**config.mk**
```make
export PLATFORM = sky130hd
export DESIGN_NAME = rcst_top
export DESIGN_NICKNAME = d
export VERILOG_FILES = /design/src/core/rcst_pkg.sv /design/src/core/rcst_top.sv
export SDC_FILE = /design/constraint.sdc
export NUM_CORES = 1
export LEC_CHECK = 0
export BUFFER_PORTS_ARGS = -buffer_cell sky130_fd_sc_hd__buf_2
export CAP_MARGIN = 20
export CORE_MARGIN = 4
export CORE_UTILIZATION = 40
export DETAILED_ROUTE_END_ITERATION = 8
export PLACE_DENSITY_LB_ADDON = 0.05
export SETUP_SLACK_MARGIN = 0.3
export SLEW_MARGIN = 20
export SYNTH_ARGS = -nofsm -noshare
export SYNTH_HDL_FRONTEND = slang
export SYNTH_SLANG_ARGS = --single-unit
export TNS_END_PERCENT = 30
```
**constraint.sdc**
```tcl
create_clock -name aclk -period 2.45 [get_ports aclk]
set_clock_uncertainty 0.05 [all_clocks]
set_input_delay 0.3675 -clock aclk [delete_from_list [all_inputs] [get_ports aclk]]
set_output_delay 0.3675 -clock aclk [all_outputs]
set_load 0.01 [all_outputs]
```
**src/core/rcst_pkg.sv**
```systemverilog
// constants, encodings and register map of the reset cause and start-up block
// assumes a 100 MHz aclk that is also the core oscillator period
package rcst_pkg;

   // clock and start-up timing
   localparam int unsigned CLK_HZ            = 100_000_000;
   localparam int unsigned PWRT_TIME_MS      = 72;
   localparam int unsigned PWRT_CYC_DEFAULT  = PWRT_TIME_MS * (CLK_HZ / 1000);
   localparam int unsigned OSC_START_PERIODS = 1024;
   localparam int unsigned OSC_START_CYC     = OSC_START_PERIODS;
   localparam int unsigned CNT_W             = 24;

   // oscillator mode encodings on the configuration input
   localparam logic [1:0] OSC_LP = 2'h0;
   localparam logic [1:0] OSC_XT = 2'h1;
   localparam logic [1:0] OSC_HS = 2'h2;
   localparam logic [1:0] OSC_RC = 2'h3;

   // register indices as printed, byte address is four times the index
   localparam int unsigned AXI_AW      = 12;
   localparam logic [7:0]  STATUS_IDX  = 8'h83;
   localparam logic [7:0]  POWER_CONTROL_IDX    = 8'h8e;
   localparam logic [11:0] STATUS_ADDR = {2'h0, STATUS_IDX, 2'h0};
   localparam logic [11:0] POWER_CONTROL_ADDR   = {2'h0, POWER_CONTROL_IDX, 2'h0};

   // field positions
   localparam int unsigned ST_BANK_BIT = 5;
   localparam int unsigned ST_TO_BIT   = 4;
   localparam int unsigned ST_PD_BIT   = 3;
   localparam int unsigned PC_POR_BIT  = 1;

   // reset values
   localparam logic       POR_FLAG_RST = 1'b0;
   localparam logic       TO_FLAG_RST  = 1'b1;
   localparam logic       PD_FLAG_RST  = 1'b1;
   localparam logic [2:0] ALU_RST      = 3'h0;

   // axi responses
   localparam logic [1:0] RESP_OKAY   = 2'h0;
   localparam logic [1:0] RESP_SLVERR = 2'h2;

   typedef enum logic [2:0] {
      RCST_START,
      RCST_PWRT_WAIT,
      RCST_OSC_WAIT,
      RCST_RUN,
      RCST_SLEEP,
      RCST_WAKE_WAIT,
      RCST_HOLD
   } rcst_state_t;

endpackage : rcst_pkg

```
**src/core/rcst_top.sv**
```systemverilog
// reset cause flags, start-up delay and their axi4-lite register slave
// assumes aresetn is the power-on reset; pin and watchdog inputs are asynchronous
//
// The AXI4-Lite register port was left to the implementer.
`timescale 1ns/1ps

module rcst_top
   import rcst_pkg::*;
#(
   parameter int unsigned PWRT_CYCLES = PWRT_CYC_DEFAULT  // power-up timer length
)(
   input  wire logic              aclk,                // core clock
   input  wire logic              aresetn,             // power-on reset, sync, low
   input  wire logic              master_clear_pin_n,  // external reset pin, low
   input  wire logic              watchdog_timer_expire, // watchdog timeout level
   input  wire logic              sleep_cmd,           // core enters sleep, pulse
   input  wire logic              clear_watchdog_cmd,  // core clears watchdog, pulse
   input  wire logic [1:0]        osc_mode,            // oscillator mode config
   input  wire logic              powerup_timer_enable, // power-up timer config
   output logic                   core_reset,          // core held in reset
   output logic                   core_halted,         // core clock stopped
   output logic                   power_up_reset,      // last reset was power-up
   input  wire logic [AXI_AW-1:0] s_axi_awaddr,        // write address
   input  wire logic              s_axi_awvalid,       // write address valid
   output logic                   s_axi_awready,       // write address ready
   input  wire logic [31:0]       s_axi_wdata,         // write data
   input  wire logic [3:0]        s_axi_wstrb,         // write byte enables
   input  wire logic              s_axi_wvalid,        // write data valid
   output logic                   s_axi_wready,        // write data ready
   output logic [1:0]             s_axi_bresp,         // write response
   output logic                   s_axi_bvalid,        // write response valid
   input  wire logic              s_axi_bready,        // write response ready
   input  wire logic [AXI_AW-1:0] s_axi_araddr,        // read address
   input  wire logic              s_axi_arvalid,       // read address valid
   output logic                   s_axi_arready,       // read address ready
   output logic [31:0]            s_axi_rdata,         // read data
   output logic [1:0]             s_axi_rresp,         // read response
   output logic                   s_axi_rvalid,        // read data valid
   input  wire logic              s_axi_rready         // read data ready
);

   typedef struct packed {
      rcst_state_t       st;
      logic [CNT_W-1:0]  cnt;
      logic              por_flag;
      logic              to_flag;
      logic              pd_flag;
      logic              bank;
      logic [2:0]        alu;
      logic              core_reset;
      logic              core_halted;
      logic              power_up_reset;
      logic              master_clear_pin_s1;
      logic              master_clear_pin_s2;
      logic              wdt_s1;
      logic              wdt_s2;
      logic              wdt_s3;
      logic              aw_held;
      logic              w_held;
      logic [AXI_AW-1:0] awaddr;
      logic [7:0]        wdata;
      logic              wstrb0;
      logic              awready;
      logic              wready;
      logic              bvalid;
      logic [1:0]        bresp;
      logic              arready;
      logic              rvalid;
      logic [31:0]       rdata;
      logic [1:0]        rresp;
   } rcst_regs_t;

   rcst_regs_t s;
   rcst_regs_t next_s;

   logic wdt_evt;
   logic master_clear_pin_low;
   logic crystal;
   logic wr_go;
   logic power_control_wr;
   logic [AXI_AW-1:0] wr_word;
   logic [AXI_AW-1:0] rd_word;

   // word-aligned decode; the low two address bits are ignored
   assign wr_word  = {s.awaddr[AXI_AW-1:2], 2'h0};
   assign rd_word  = {s_axi_araddr[AXI_AW-1:2], 2'h0};
   // the pin feeds logic from its second synchroniser stage, the watchdog edge from its second and third
   assign wdt_evt  = s.wdt_s2 & ~s.wdt_s3;
   assign master_clear_pin_low = ~s.master_clear_pin_s2;
   assign crystal  = (osc_mode != OSC_RC);
   assign wr_go    = s.aw_held & s.w_held & ~s.bvalid;
   assign power_control_wr  = wr_go & s.wstrb0 & (wr_word == POWER_CONTROL_ADDR);

   // next state of flags, sequencer and bus slave
   always_comb
   begin
      next_s = s;
      next_s.master_clear_pin_s1 = master_clear_pin_n;
      next_s.master_clear_pin_s2 = s.master_clear_pin_s1;
      next_s.wdt_s1  = watchdog_timer_expire;
      next_s.wdt_s2  = s.wdt_s1;
      next_s.wdt_s3  = s.wdt_s2;

      // write channel: address and data taken in either order
      if (s_axi_awvalid && s.awready)
      begin
         next_s.aw_held = 1'b1;
         next_s.awaddr  = s_axi_awaddr;
      end
      if (s_axi_wvalid && s.wready)
      begin
         next_s.w_held = 1'b1;
         next_s.wdata  = s_axi_wdata[7:0];
         next_s.wstrb0 = s_axi_wstrb[0];
      end
      if (s.bvalid && s_axi_bready)
         next_s.bvalid = 1'b0;
      if (wr_go)
      begin
         next_s.aw_held = 1'b0;
         next_s.w_held  = 1'b0;
         next_s.bvalid  = 1'b1;
         next_s.bresp   = RESP_OKAY;
         if (wr_word == STATUS_ADDR)
         begin
            // time-out and power-down are hardware owned, writes ignored
            if (s.wstrb0)
            begin
               next_s.bank = s.wdata[ST_BANK_BIT];
               next_s.alu  = s.wdata[2:0];
            end
         end
         else if (wr_word == POWER_CONTROL_ADDR)
         begin
            if (s.wstrb0)
               next_s.por_flag = s.wdata[PC_POR_BIT];
         end
         else
            next_s.bresp = RESP_SLVERR;
      end

      // read channel
      if (s.rvalid && s_axi_rready)
         next_s.rvalid = 1'b0;
      if (s_axi_arvalid && s.arready)
      begin
         next_s.rvalid = 1'b1;
         next_s.rresp  = RESP_OKAY;
         next_s.rdata  = 32'h0;
         if (rd_word == STATUS_ADDR)
         begin
            // bits 7..6 reserved, read zero
            next_s.rdata[ST_BANK_BIT] = s.bank;
            next_s.rdata[ST_TO_BIT]   = s.to_flag;
            next_s.rdata[ST_PD_BIT]   = s.pd_flag;
            next_s.rdata[2:0]         = s.alu;
         end
         else if (rd_word == POWER_CONTROL_ADDR)
            next_s.rdata[PC_POR_BIT] = s.por_flag;
         else
            next_s.rresp = RESP_SLVERR;
      end

      // start-up and reset-cause sequencer
      case (s.st)
         RCST_START:
         begin
            // rc always uses the power-up timer, crystals only when enabled
            if (powerup_timer_enable || !crystal)
            begin
               next_s.st  = RCST_PWRT_WAIT;
               next_s.cnt = CNT_W'(PWRT_CYCLES - 1);
            end
            else
            begin
               next_s.st  = RCST_OSC_WAIT;
               next_s.cnt = CNT_W'(OSC_START_CYC - 1);
            end
         end
         RCST_PWRT_WAIT:
         begin
            if (s.cnt == '0)
            begin
               if (crystal)
               begin
                  next_s.st  = RCST_OSC_WAIT;
                  next_s.cnt = CNT_W'(OSC_START_CYC - 1);
               end
               else
                  next_s.st = RCST_RUN;
            end
            else
               next_s.cnt = s.cnt - 1'b1;
         end
         RCST_OSC_WAIT, RCST_WAKE_WAIT:
         begin
            if (s.cnt == '0)
               next_s.st = RCST_RUN;
            else
               next_s.cnt = s.cnt - 1'b1;
         end
         RCST_RUN:
         begin
            if (wdt_evt)
            begin
               next_s.to_flag = 1'b0;
               next_s.st      = RCST_HOLD;
            end
            else if (sleep_cmd)
            begin
               next_s.to_flag = 1'b1;
               next_s.pd_flag = 1'b0;
               next_s.st      = RCST_SLEEP;
            end
            else if (clear_watchdog_cmd)
            begin
               next_s.to_flag = 1'b1;
               next_s.pd_flag = 1'b1;
            end
         end
         RCST_SLEEP:
         begin
            if (wdt_evt)
            begin
               // wake only, no reset of the core
               next_s.to_flag = 1'b0;
               next_s.pd_flag = 1'b0;
               if (crystal)
               begin
                  next_s.st  = RCST_WAKE_WAIT;
                  next_s.cnt = CNT_W'(OSC_START_CYC - 1);
               end
               else
                  next_s.st = RCST_RUN;
            end
         end
         RCST_HOLD:
         begin
            if (!master_clear_pin_low)
               next_s.st = RCST_RUN;
         end
         default:
            next_s.st = RCST_START;
      endcase

      // master clear wins over every other event
      if (master_clear_pin_low && s.st != RCST_HOLD)
      begin
         next_s.st = RCST_HOLD;
         if (s.st == RCST_SLEEP)
         begin
            next_s.to_flag = 1'b1;
            next_s.pd_flag = 1'b0;
         end
         else if (s.st == RCST_RUN)
         begin
            next_s.to_flag = s.to_flag;
            next_s.pd_flag = s.pd_flag;
         end
      end
      // every entry to hold is a non-power-up reset
      if (next_s.st == RCST_HOLD && s.st != RCST_HOLD)
      begin
         next_s.power_up_reset = 1'b0;
         next_s.bank           = 1'b0;
      end

      // registered outputs follow the next state
      next_s.core_reset  = (next_s.st == RCST_START) || (next_s.st == RCST_PWRT_WAIT) ||
                           (next_s.st == RCST_OSC_WAIT) || (next_s.st == RCST_HOLD);
      next_s.core_halted = (next_s.st == RCST_SLEEP) || (next_s.st == RCST_WAKE_WAIT);
      next_s.awready     = ~next_s.aw_held & ~next_s.bvalid;
      next_s.wready      = ~next_s.w_held & ~next_s.bvalid;
      next_s.arready     = ~next_s.rvalid;
   end

   // single register bank; reset is the power-on event
   always_ff @(posedge aclk)
   begin
      if (!aresetn)
      begin
         s                <= '0;
         s.st             <= RCST_START;
         s.por_flag       <= POR_FLAG_RST;
         s.to_flag        <= TO_FLAG_RST;
         s.pd_flag        <= PD_FLAG_RST;
         s.alu            <= ALU_RST;
         s.core_reset     <= 1'b1;
         s.power_up_reset <= 1'b1;
         s.master_clear_pin_s1        <= 1'b1;
         s.master_clear_pin_s2        <= 1'b1;
         s.bresp          <= RESP_OKAY;
         s.rresp          <= RESP_OKAY;
      end
      else
         s <= next_s;
   end

   assign core_reset     = s.core_reset;
   assign core_halted    = s.core_halted;
   assign power_up_reset = s.power_up_reset;
   assign s_axi_awready  = s.awready;
   assign s_axi_wready   = s.wready;
   assign s_axi_bvalid   = s.bvalid;
   assign s_axi_bresp    = s.bresp;
   assign s_axi_arready  = s.arready;
   assign s_axi_rvalid   = s.rvalid;
   assign s_axi_rdata    = s.rdata;
   assign s_axi_rresp    = s.rresp;
endmodule : rcst_top

```
== Word level (Yosys, flattened, before mapping) ==
Index checks and enable logic that the tools add are counted.

* Bits of input ports: 74
* Output and inout bits: 44
* Register bits: 78
* Logic and storage cells: 124

* Eq/ne operators: 20
* Add/sub/neg operators: 1
* Multiplexer cells: 39
* Reductions and logical operators: 22
* Bitwise logic cells: 14

{| class="wikitable"
|+ Operators by type and width
! cell !! number
|-
| 24-bit case mux with 4 select lines || 1
|-
| 24-bit two-way mux || 3
|-
| 10-bit by 8-bit == test with 1-bit output, second input constant || 4
|-
| 35-bit two-way mux || 1
|-
| 27-bit two-way mux || 1
|-
| 26-bit two-way mux || 1
|-
| 24-bit zero test || 1
|-
| 3-bit two-way mux || 8
|-
| 24-bit by 1-bit subtractor with 24-bit output, second input constant || 1
|-
| 2-bit two-way mux || 11
|-
| 3-bit == test, second input constant || 6
|-
| 3-bit case mux with 6 select lines || 1
|-
| 1-bit two-way mux || 10
|-
| 3-bit by 2-bit == test with 1-bit output, second input constant || 3
|-
| 1-bit inverter || 9
|-
| 1-bit logical AND || 7
|-
| 3-bit by 1-bit == test with 1-bit output, second input constant || 2
|-
| 3-bit zero test || 2
|-
| 2-bit != test, second input constant || 3
|-
| 3-bit != test, second input constant || 2
|-
| 3-bit AND reduction || 2
|-
| 1-bit AND || 5
|-
| 1-bit logical OR || 5
|-
| 4-bit two-way mux || 1
|-
| 5 further kinds || 6
|}

== Logic depth before layout (Yosys ltp) ==
Gate-level depths: netlist of run 1.

* Depth after elaboration: 10
* Mapped depth: 10
* Depth with buffers taken out: 8

== Worst setup path before layout of run 1 ==
Ideal clock, no wire load.

* Path type: reg-to-reg
* Start: register s[79] in the netlist's numbering
* End: register s[85] in the netlist's numbering
* Setup time: 0.119 ns
* Cell stages (with the launch flop): 10
* Period minus slack after synthesis: 2.137 ns
* Path slack: 0.313 ns
* Buffers on the path: 1
* Data arrival time: 1.968 ns
* Required time: 2.281 ns
* Cells stage by stage: dfxtp_1 > inv_1 > ha_1 > nor4b_1 > and4_1 > buf_2 > a21oi_1 > o211a_1 > a21oi_1 > o221a_2

* Cells in the longest elaborated chain, start to end: 3
* Elaborated cells between the ends (all ways): 7
* Those cells by class: add/sub (1); eq/ne (1); mux (3); reduce/logical (2)

{| class="wikitable"
|+ RTL lines
! element !! line !! source
|-
| start: declaration || rcst_top.sv:73 || <nowiki>rcst_regs_t s;</nowiki>
|-
| start signal: assignment || rcst_top.sv:296 || <nowiki>s <= next_s;</nowiki>
|-
| 24-bit by 1-bit subtractor with 24-bit output / 24-bit zero test (equally long branches) || - ||
|-
| 24-bit two-way mux (tied with other cells) || rcst_top.sv:197 || <nowiki>if (s.cnt == '0)</nowiki>
|-
| 24-bit case mux with 4 select lines / 3-bit AND reduction (equally long branches) || - ||
|}

Parallel ways exist; a longest one is shown, timed or not. The select of a mux whose other input is x is not followed.
A chain may end at the register's enable or synchronous reset.

== Worst setup path after layout of run 1 ==
* Start: register s[91] in the netlist's numbering
* End: register s[100] in the netlist's numbering

Same word-level chain as after synthesis.

==> impl_metrics.ini, run 1 <==
[placed_design]
dp.cells = 699
dpl.hpwl_um = 7910
portBuffers = 54
place_congestion = 0.827

[logic_synthesis]
ys_ff_latch = 72
syn_area_mm2 = 0.00394
synth_area_leaders = dfxtp_1 37%, buf_4 7.1%, nand2_1 5.6%, a21oi_1 5.6%, nor2_1 3.9%
synth_warnings = 0
synthDominantCellAreaShare_pct = 36.6
synth-edff-count = 0
synth_seq_area_share_pct = 36.6
synth_top_area_cell = dfxtp_1
postSynthAreaPerCell_um2 = 7.84
yosysUniqueCellTypes = 60
synthCells = 502
ys.flop_type = dfxtp_1
async_reset_ff_share_pct = 0

[run]
drv_cap = 0

[clocking]
cts.sinks = 72
ctsHoldBuffers = 0
clockBufferDepth = 2
clk_latency_ps = 350
cts.htree.levels = 3
root_buffer = clkbuf_8
cts_made_buffers = 9
cts_tree = built
clk_pin_slew_ps = 80

[critical_path]
worstSetupEndpointType = register
cp_data_required_time_ps = 2650
cp-start-kind = register
worstSetupPathType = register to register
path_max_fanout = 7
critical_path_arrival_ps = 2320

[grt]
grt_max_degree = 43
grt_antenna_before_repair = 0
grt_pass1_wl_um = 17900
grt_remaining_overflow = 0
grt_pass1_vias = 3696
grt_usage_pct = 19.1

[floorplan]
die_x_um = 107
coreArea_mm2 = 0.00942
die_h_um = 107
top_level_ports = 118
initial_utilization_pct = 41.8
die_area_mm2 = 0.0115
rows = 35

[power]
p_comb_share_pct = 34.9
clockPowerShare_pct = 24.3
power.total_uw = 3530
switching_power_uw = 1310
p_per_area_mw_per_mm2 = 728
power.internal_uw = 2230
switching_share_pct = 37.0
p_leak_uw = 0.00204
vdd_drop_max_mv = 0.315
seq_power_share_pct = 40.8

[sta]
slew_violations = 0
hold_violations = 0
max_freq_mhz = 471
rsz0062_at_grt = true
relSlewSlack_pct = 63.8
worst_pin_slew_ps = 539
setup_tns_ps = 0
setup_viol = 0
period_needed_ps = 2120
layout_worst_path_cycle_share_pct = 86.6

[route]
viasPerCell = 5.33
avgRoutedWirePerCell_um = 15.0
ant_nets = 0
dr.pass1.iters = 4
drt-total-wl_um = 10900
drt-initial-drc-count = 195
route.vias.total = 3861
drc = 0

[cells_and_area]
area_growth_pct = 23.2
insertedDiodeCount = 0
finalNonFillerCells = 724
drive_gt1_share_pct = 29.1
nFillCells = 959
nets = 666

[hold_path]
hp-class = primary input to register

[status]
status = completed
## layout make-up
| class | count | area (µm²) | share of cell area, % |
|---|---|---|---|
| multi-input cells | 388 | 2340 | 48.2 |
| flip-flops and latches | 72 | 1450 | 29.9 |
| repair buffers | 110 | 694 | 14.3 |
| well taps | 129 | 161 | 3.33 |
| clock buffers | 10 | 128 | 2.63 |
| clock inverters | 6 | 42.5 | 0.877 |
| inverters | 9 | 33.8 | 0.697 |
## flip-flops by register name, summed over array words and instances (netlist names)
register	flops
core_halted	1
s_axi_rdata	6
core_reset	1
power_up_reset	1
s_axi_arready	1
s_axi_bvalid	1
s_axi_rvalid	1
next_s	3
s_axi_bresp	1
s_axi_rresp	1
s	53
s_axi_awready	1
s_axi_wready	1
## through the flow
step | setup slack (ps) | area (µm²) | util [%] | hold slack [ps]
finish | 328 | 4850 | 51.5 | 146
global route | 222 | 4850 | 51.5 | 160
CTS | 313 | 4680 | 49.7 | 139
detailed placement | 214 | 4450 | 47.3 | 353
global placement | 226 | 4450 | 47.3 | 355
floorplan | 313 | 4040 | - | 336
## cells in the mapped netlist (all sizes together) (2+ instances only)
| cell | instances |
|---|---|
| a32oi | 2 |
| a21oi | 44 |
| buf | 43 |
| clkbuf | 17 |
| o21bai | 3 |
| o22ai | 4 |
| nand4b | 2 |
| nor4 | 9 |
| o21a | 2 |
| a211oi | 3 |
| nor3b | 7 |
| nor3 | 18 |
| nor4b | 2 |
| a21o | 8 |
| nor2 | 41 |
| or3 | 3 |
| nand2b | 8 |
| o22a | 3 |
| mux2i | 5 |
| nand3 | 18 |
| nand4 | 7 |
| and2 | 7 |
| o311ai | 2 |
| o221a | 2 |
| or2 | 3 |
| a31oi | 13 |
| nand2 | 59 |
| o21ai | 29 |
| and3 | 10 |
| inv | 8 |
| o211ai | 6 |
| nor2b | 4 |
| o31ai | 8 |
| ha | 2 |
| o2111ai | 2 |
| dfxtp | 72 |
| a22oi | 7 |
| a22o | 5 |
## cells by family (layout without fill, tap and decap cells)
| logic type | count (synthesis) | in the layout | share of synthesized area, % |
|---|---|---|---|
| and+or+nand+nor | 202 | 202 | 26.4 |
| AOI/OAI and AO/OA | 150 | 150 | 24.4 |
| DFF | 72 | 72 | 36.6 |
| buffers and inverters | 69 | 135 | 10.3 |
| muxes | 5 | 5 | 1.27 |
| adders and majority gates | 2 | 2 | 0.636 |
| other | 1 | 28 | 0.0953 |
| xor gates and xnor gates | 1 | 1 | 0.223 |
## path summary, 6_finish.rpt
kind                      startpoint          to  slack (ps)  cells past startpoint
setup / recovery               s[91]      s[100]         330                      7
setup reg to reg               s[91]      s[100]         330                      7
hold / removal    master_clear_pin_n  next_s[67]         150                      2
hold reg to reg           next_s[67]       s[67]         370                      1
## cell usage in the layout (no fill, tap or decap), types with 7 or more instances in the layout
cell type,n
nor3_1,16
dfxtp_1,64
nand3_1,16
buf_2,54
o21ai_0,26
buf_4,55
a31oi_1,13
clkbuf_8,9
conb_1,28
a21oi_1,43
and3_1,8
nand2_1,57
a21o_1,8
a22oi_1,7
dfxtp_2,8
nor2_1,40
nand2b_1,8
## critical path, cell delays in order, from the launching register on
cell and delay, ps:
dfxtp_1 320, buf_4 150, or3_4 390, or2_1 230, or2_4 260, o31ai_2 200, o211ai_1 140, a32o_1 270
## power groups by stage
| stage | registers (µW) | logic [µW] | clock network (µW) |
|---|---|---|---|
| final | 1440 | 1230 | 858 |
| after floorplan | 1410 | 726 | 0 |
| after global placement | 1440 | 1100 | 0 |
| after CTS | 1420 | 1130 | 889 |
| after detailed placement | 1440 | 1110 | 0 |
| after global routing | 1460 | 1370 | 947 |
## per-layer routing
metal  wire, µm  GRT usage (%)  vias to the layer above  share of wire, %
met5          0              0                        -                 0
met4        215           7.67                        0               2.0
met3        543           3.01                       16               5.0
met2       4940           30.0                      104                46
met1       5150           26.1                     1790                47
li1           -              -                     1951                 -
## repair_timing
item | in CTS | in global routing
setup endpoints to repair | 24 | 28
gates cloned | 0 | 0
pin swaps | 4 | 10
setup buffers | 3 | 6
gates resized for setup | 11 | 36
(Power assumes the default switching activity.)
==> run 2, diff against run 1 <==
--- a/config.mk
+++ b/config.mk
@@ -7,7 +7,7 @@
 export LEC_CHECK = 0
 export BUFFER_PORTS_ARGS = -buffer_cell sky130_fd_sc_hd__buf_2
 export CAP_MARGIN = 20
-export CORE_MARGIN = 4
+export CORE_MARGIN = 10
 export CORE_UTILIZATION = 40
 export DETAILED_ROUTE_END_ITERATION = 8
 export PLACE_DENSITY_LB_ADDON = 0.05
==> run 2 against run 1 <==
Effect of this change: worst hold slack worse by 13 ps; register-to-register slack improved by 20 ps; combinational power down 4%; sequential power barely moved; setup slack better by 22 ps; critical path depth unchanged; maximum frequency is 1.0% higher; clock-buffer cell count unchanged; cell count fell by 1.2%; sequential share of layout area grew 0.40 points; core utilization down 2.3 points; clock power is 8.9% higher; critical endpoint unchanged; largest power group unchanged; highest routed layer unchanged.
==> impl_metrics.ini, run 2 (synthesis results as in run 1) <==
[floorplan]
initial_utilization_pct = 40.6
top_level_ports = 118
die_h_um = 119
die_x_um = 119
rows = 36
coreArea_mm2 = 0.00968
die_area_mm2 = 0.0142

[route]
viasPerCell = 5.42
route.vias.total = 3877
ant_nets = 0
drt-initial-drc-count = 210
dr.pass1.iters = 6
avgRoutedWirePerCell_um = 15.9
drc = 0
drt-total-wl_um = 11400

[run]
drv_cap = 0

[clocking]
clk_latency_ps = 360
clk_pin_slew_ps = 90
cts.sinks = 72
cts_made_buffers = 9
cts_tree = built
cts.htree.levels = 3
clockBufferDepth = 2
ctsHoldBuffers = 0
root_buffer = clkbuf_8

[sta]
period_needed_ps = 2100
setup_tns_ps = 0
rsz0062_at_grt = true
worst_pin_slew_ps = 538
slew_violations = 0
setup_viol = 0
relSlewSlack_pct = 64.1
max_freq_mhz = 476
layout_worst_path_cycle_share_pct = 85.7
hold_violations = 0

[critical_path]
cp_slowest_stage_delay_ps = 390
worstSetupPathType = register to register
critPathSlowestCell = or3_4
critical_path_arrival_ps = 2300
worstSetupEndpointType = register
crit_chain = buf_4 -> or3_4 -> or2_1 -> or2_4 -> o31ai_2 -> o211ai_1 -> a32o_1
path_max_fanout = 7
cp_data_required_time_ps = 2650
cp-start-kind = register
r2r_slack_ps = 350

[grt]
grt_max_degree = 43
grt_usage_pct = 15.5
grt_remaining_overflow = 0
grt_pass1_vias = 3742
grt_pass1_wl_um = 18400
grt_antenna_before_repair = 0

[cells_and_area]
largest_reg_flops = 53
drive_gt1_share_pct = 26.1
insertedDiodeCount = 0
largest_register = s
area_growth_pct = 21.2
layout_common_cells = 68 x dfxtp_1, 57 x nand2_1, 54 x buf_2, 42 x a21oi_1, 42 x buf_4
final_common_cell = dfxtp_1
nets = 654
nFillCells = 968

[power]
p_leak_uw = 0.00198
vdd_drop_max_mv = 0.338
power.total_uw = 3550
p_per_area_mw_per_mm2 = 744

[placed_design]
dpl.hpwl_um = 8340
place_congestion = 0.865
portBuffers = 54

[hold_path]
hp-class = primary input to register

[status]
status = completed
run 2: cell types whose count changed in the layout (fill, tap and decap cells not counted), moves of 2 or more:
cell     previous run  this run
buf_4              55        42
dfxtp_1            64        68
nor3_1             16        18
dfxtp_2             8         4
inv_6               2         0
nor3_2              2         0
run 2: power by group:
part	switching (µW)	internal [µW]
registers	140	1290
clock network	469	465
logic	670	512
total	1280	2270
run 2: metal layers:
layer | vias up | track usage [%] | wire length (µm)
met5 | - | 0 | 0
met4 | 0 | 6.87 | 168
met3 | 14 | 2.83 | 655
met2 | 116 | 25.1 | 5390
met1 | 1834 | 19.6 | 5160
li1 | 1913 | - | -
run 2: repair_timing:
item,in CTS,in global routing
setup buffers,3,1
endpoints found under the setup margin,29,29
pin swaps,3,10
gates resized for setup,16,27
run 2: final cells by class:
type,count,area (µm²),area share [%]
Multi-Input combinational cell,388,2330,48.8
Timing Repair Buffer,98,608,12.7
Inverter,9,33.8,0.708
Clock buffer,10,128,2.68
Clock inverter,5,58.8,1.23
Sequential cell,72,1450,30.3
Tap cell,133,166,3.49
run 2: path summary, 6_finish.rpt:
path,cells past startpoint,startpoint,end
max,7,s[91],s[100]
min,2,master_clear_pin_n,next_s[67]
max reg2reg,7,s[91],s[100]
min reg2reg,1,next_s[67],s[67]
run 2: through the flow:
step	worst slack [ps]	hold slack [ps]	utilization (%)	cell area [µm²]	std cells
after floorplan	313	336	-	4040	529
after global placement	144	350	45.5	4400	696
after detailed placement	116	352	45.5	4400	696
after CTS	303	129	48.3	4680	714
after global routing	291	144	49.3	4770	715
final	350	133	49.3	4770	715
run 2: worst max-delay path: cells and delay by family, from the launching register on:
family / cells / cell delay [ps]
AND/OR/NAND/NOR: 3 / 890
buffers and inverters: 1 / 150
flip-flops: 1 / 320
AO/OA/AOI/OAI: 3 / 590
==> run 3, diff against run 2 <==
--- a/config.mk
+++ b/config.mk
@@ -7,12 +7,11 @@
 export LEC_CHECK = 0
 export BUFFER_PORTS_ARGS = -buffer_cell sky130_fd_sc_hd__buf_2
 export CAP_MARGIN = 20
-export CORE_MARGIN = 10
 export CORE_UTILIZATION = 40
 export DETAILED_ROUTE_END_ITERATION = 8
 export PLACE_DENSITY_LB_ADDON = 0.05
 export SETUP_SLACK_MARGIN = 0.3
-export SLEW_MARGIN = 20
+export SLEW_MARGIN = 0
 export SYNTH_ARGS = -nofsm -noshare
 export SYNTH_HDL_FRONTEND = slang
 export SYNTH_SLANG_ARGS = --single-unit
==> run 3 against run 2 <==
Effect of this change: clock-buffer cell count down 1; worst hold slack better by 16 ps; wire length down 7.2%; sequential cell count unchanged; via count down 1.6%; total power down 0.42%; clock power down 0.7%.
==> impl_metrics.ini, run 3 (synthesis results as in run 1) <==
[cells_and_area]
largest_reg_flops = 53
layout_common_cells = 68 x dfxtp_1, 58 x nand2_1, 54 x buf_2, 42 x a21oi_1, 41 x buf_4
final_common_cell = dfxtp_1
area_growth_pct = 20.5
nets = 655
insertedDiodeCount = 0
largest_register = s
utilization_pct = 50.6
drive_gt1_share_pct = 25.3
ff_latch_area_mm2 = 0.00145
multi_input_area_mm2 = 0.00231
nFillCells = 955

[critical_path]
r2r_slack_ps = 370
crit_top_cell = or2_1
cp_data_required_time_ps = 2650
r2r_start = s[91]
crit_chain = or3_4 -> or2_1 -> or2_1 -> o31ai_1 -> o211ai_1 -> a32o_1
critical_path_arrival_ps = 2280
crit_path_end = s[100]
reg2reg_depth = 6
startpoint = s[91]
worstSetupPathType = register to register
cp-start-kind = register
cp_slowest_stage_delay_ps = 410
worstSetupEndpointType = register
crit-reg2reg-capture = s[100]
path_max_fanout = 8
critPathSlowestCell = or3_4

[sta]
setup_tns_ps = 0
slew_violations = 0
rsz0062_at_grt = true
layout_worst_path_cycle_share_pct = 85.0
hold_violations = 0
period_needed_ps = 2080
setup_viol = 0
max_freq_mhz = 480

[grt]
grt_pass1_vias = 3405
grt_remaining_overflow = 0
grt_usage_pct = 20.8
grt_antenna_before_repair = 0
grt_max_degree = 43
grt_pass1_wl_um = 16700

[placed_design]
portBuffers = 54
place_congestion = 0.814
dpl.hpwl_um = 7530

[route]
viasPerCell = 5.35
ant_nets = 0
drt-initial-drc-count = 244
avgRoutedWirePerCell_um = 14.8
drc = 0
dr.pass1.iters = 5
drt-total-wl_um = 10500
route.vias.total = 3816

[run]
drv_cap = 0

[clocking]
cts.sinks = 72
cts_tree = built
cts.htree.levels = 3
root_buffer = clkbuf_8
clk_latency_ps = 360
clockBufferDepth = 2
clk_pin_slew_ps = 90
ctsHoldBuffers = 0
cts_made_buffers = 9

[floorplan]
top_level_ports = 118
die_area_mm2 = 0.0102
initial_utilization_pct = 42.0
die_h_um = 101
die_x_um = 101
coreArea_mm2 = 0.00937
rows = 35

[power]
vdd_drop_max_mv = 0.317
p_per_area_mw_per_mm2 = 745
power.total_uw = 3530
p_leak_uw = 0.00198

[hold_path]
holdPathStages = 2
hp-class = primary input to register

[status]
status = completed
[run 3: changes by cell type in the layout (fill, tap and decap cells not counted), moves of 2 or more]
cell / before / now
o31ai_2: 2 / 0
inv_6: 0 / 3
nor4_2: 2 / 0
o31ai_1: 6 / 8
[run 3: timing repair]
item	in CTS	in global routing
hold endpoints to repair	0	0
gates resized for setup	9	26
endpoints found under the setup margin	25	26
setup buffers	1	2
gates cloned	0	1
pin swaps	2	9
[run 3: how the worst min path moves through the flow]
stage,from,endpoint,slack [ps]
2_1_floorplan,next_s[67],s[67],340
4_1_cts,master_clear_pin_n,next_s[67],140
3_5_place_dp,next_s[67],s[67],350
6_report,master_clear_pin_n,next_s[67],150
5_1_grt,master_clear_pin_n,next_s[67],140
3_3_place_gp,next_s[67],s[67],360
[run 3: layer usage]
metal | GRT usage [%] | up-vias | part of all wire [%]
li1 | - | 1926 | -
met3 | 3.80 | 8 | 4.4
met5 | 0 | - | 0
met2 | 33.8 | 105 | 46
met1 | 28.1 | 1777 | 48
met4 | 6.58 | 0 | 0.84
[run 3: power breakdown]
group          switching (µW)  internal, µW  total, µW
sequential                157          1290       1450
combinational             645           513       1160
clock                     539           387        927
[run 3: layout make-up]
cell class	count	share of cell area (%)
multi-input combinational	389	48.6
sequential	72	30.5
timing repair buffer	98	12.9
tap	129	3.40
clock buffer	9	2.61
clock inverter	7	1.29
inverter	9	0.712
[run 3: stage by stage]
step | instances | worst slack [ps] | hold WS, ps | area (µm²)
6_report | 713 | 367 | 149 | 4740
5_1_grt | 713 | 276 | 141 | 4740
4_1_cts | 710 | 288 | 141 | 4640
3_5_place_dp | 693 | 121 | 353 | 4400
3_3_place_gp | 693 | 164 | 356 | 4400
2_1_floorplan | 529 | 313 | 336 | 4040
[run 3: critical path: cells and delay by family (launching register included)]
| kind | cells | cell delay [ps] |
|---|---|---|
| DFF | 1 | 370 |
| and+or+nand+nor | 3 | 950 |
| AOI/OAI and AO/OA | 3 | 610 |
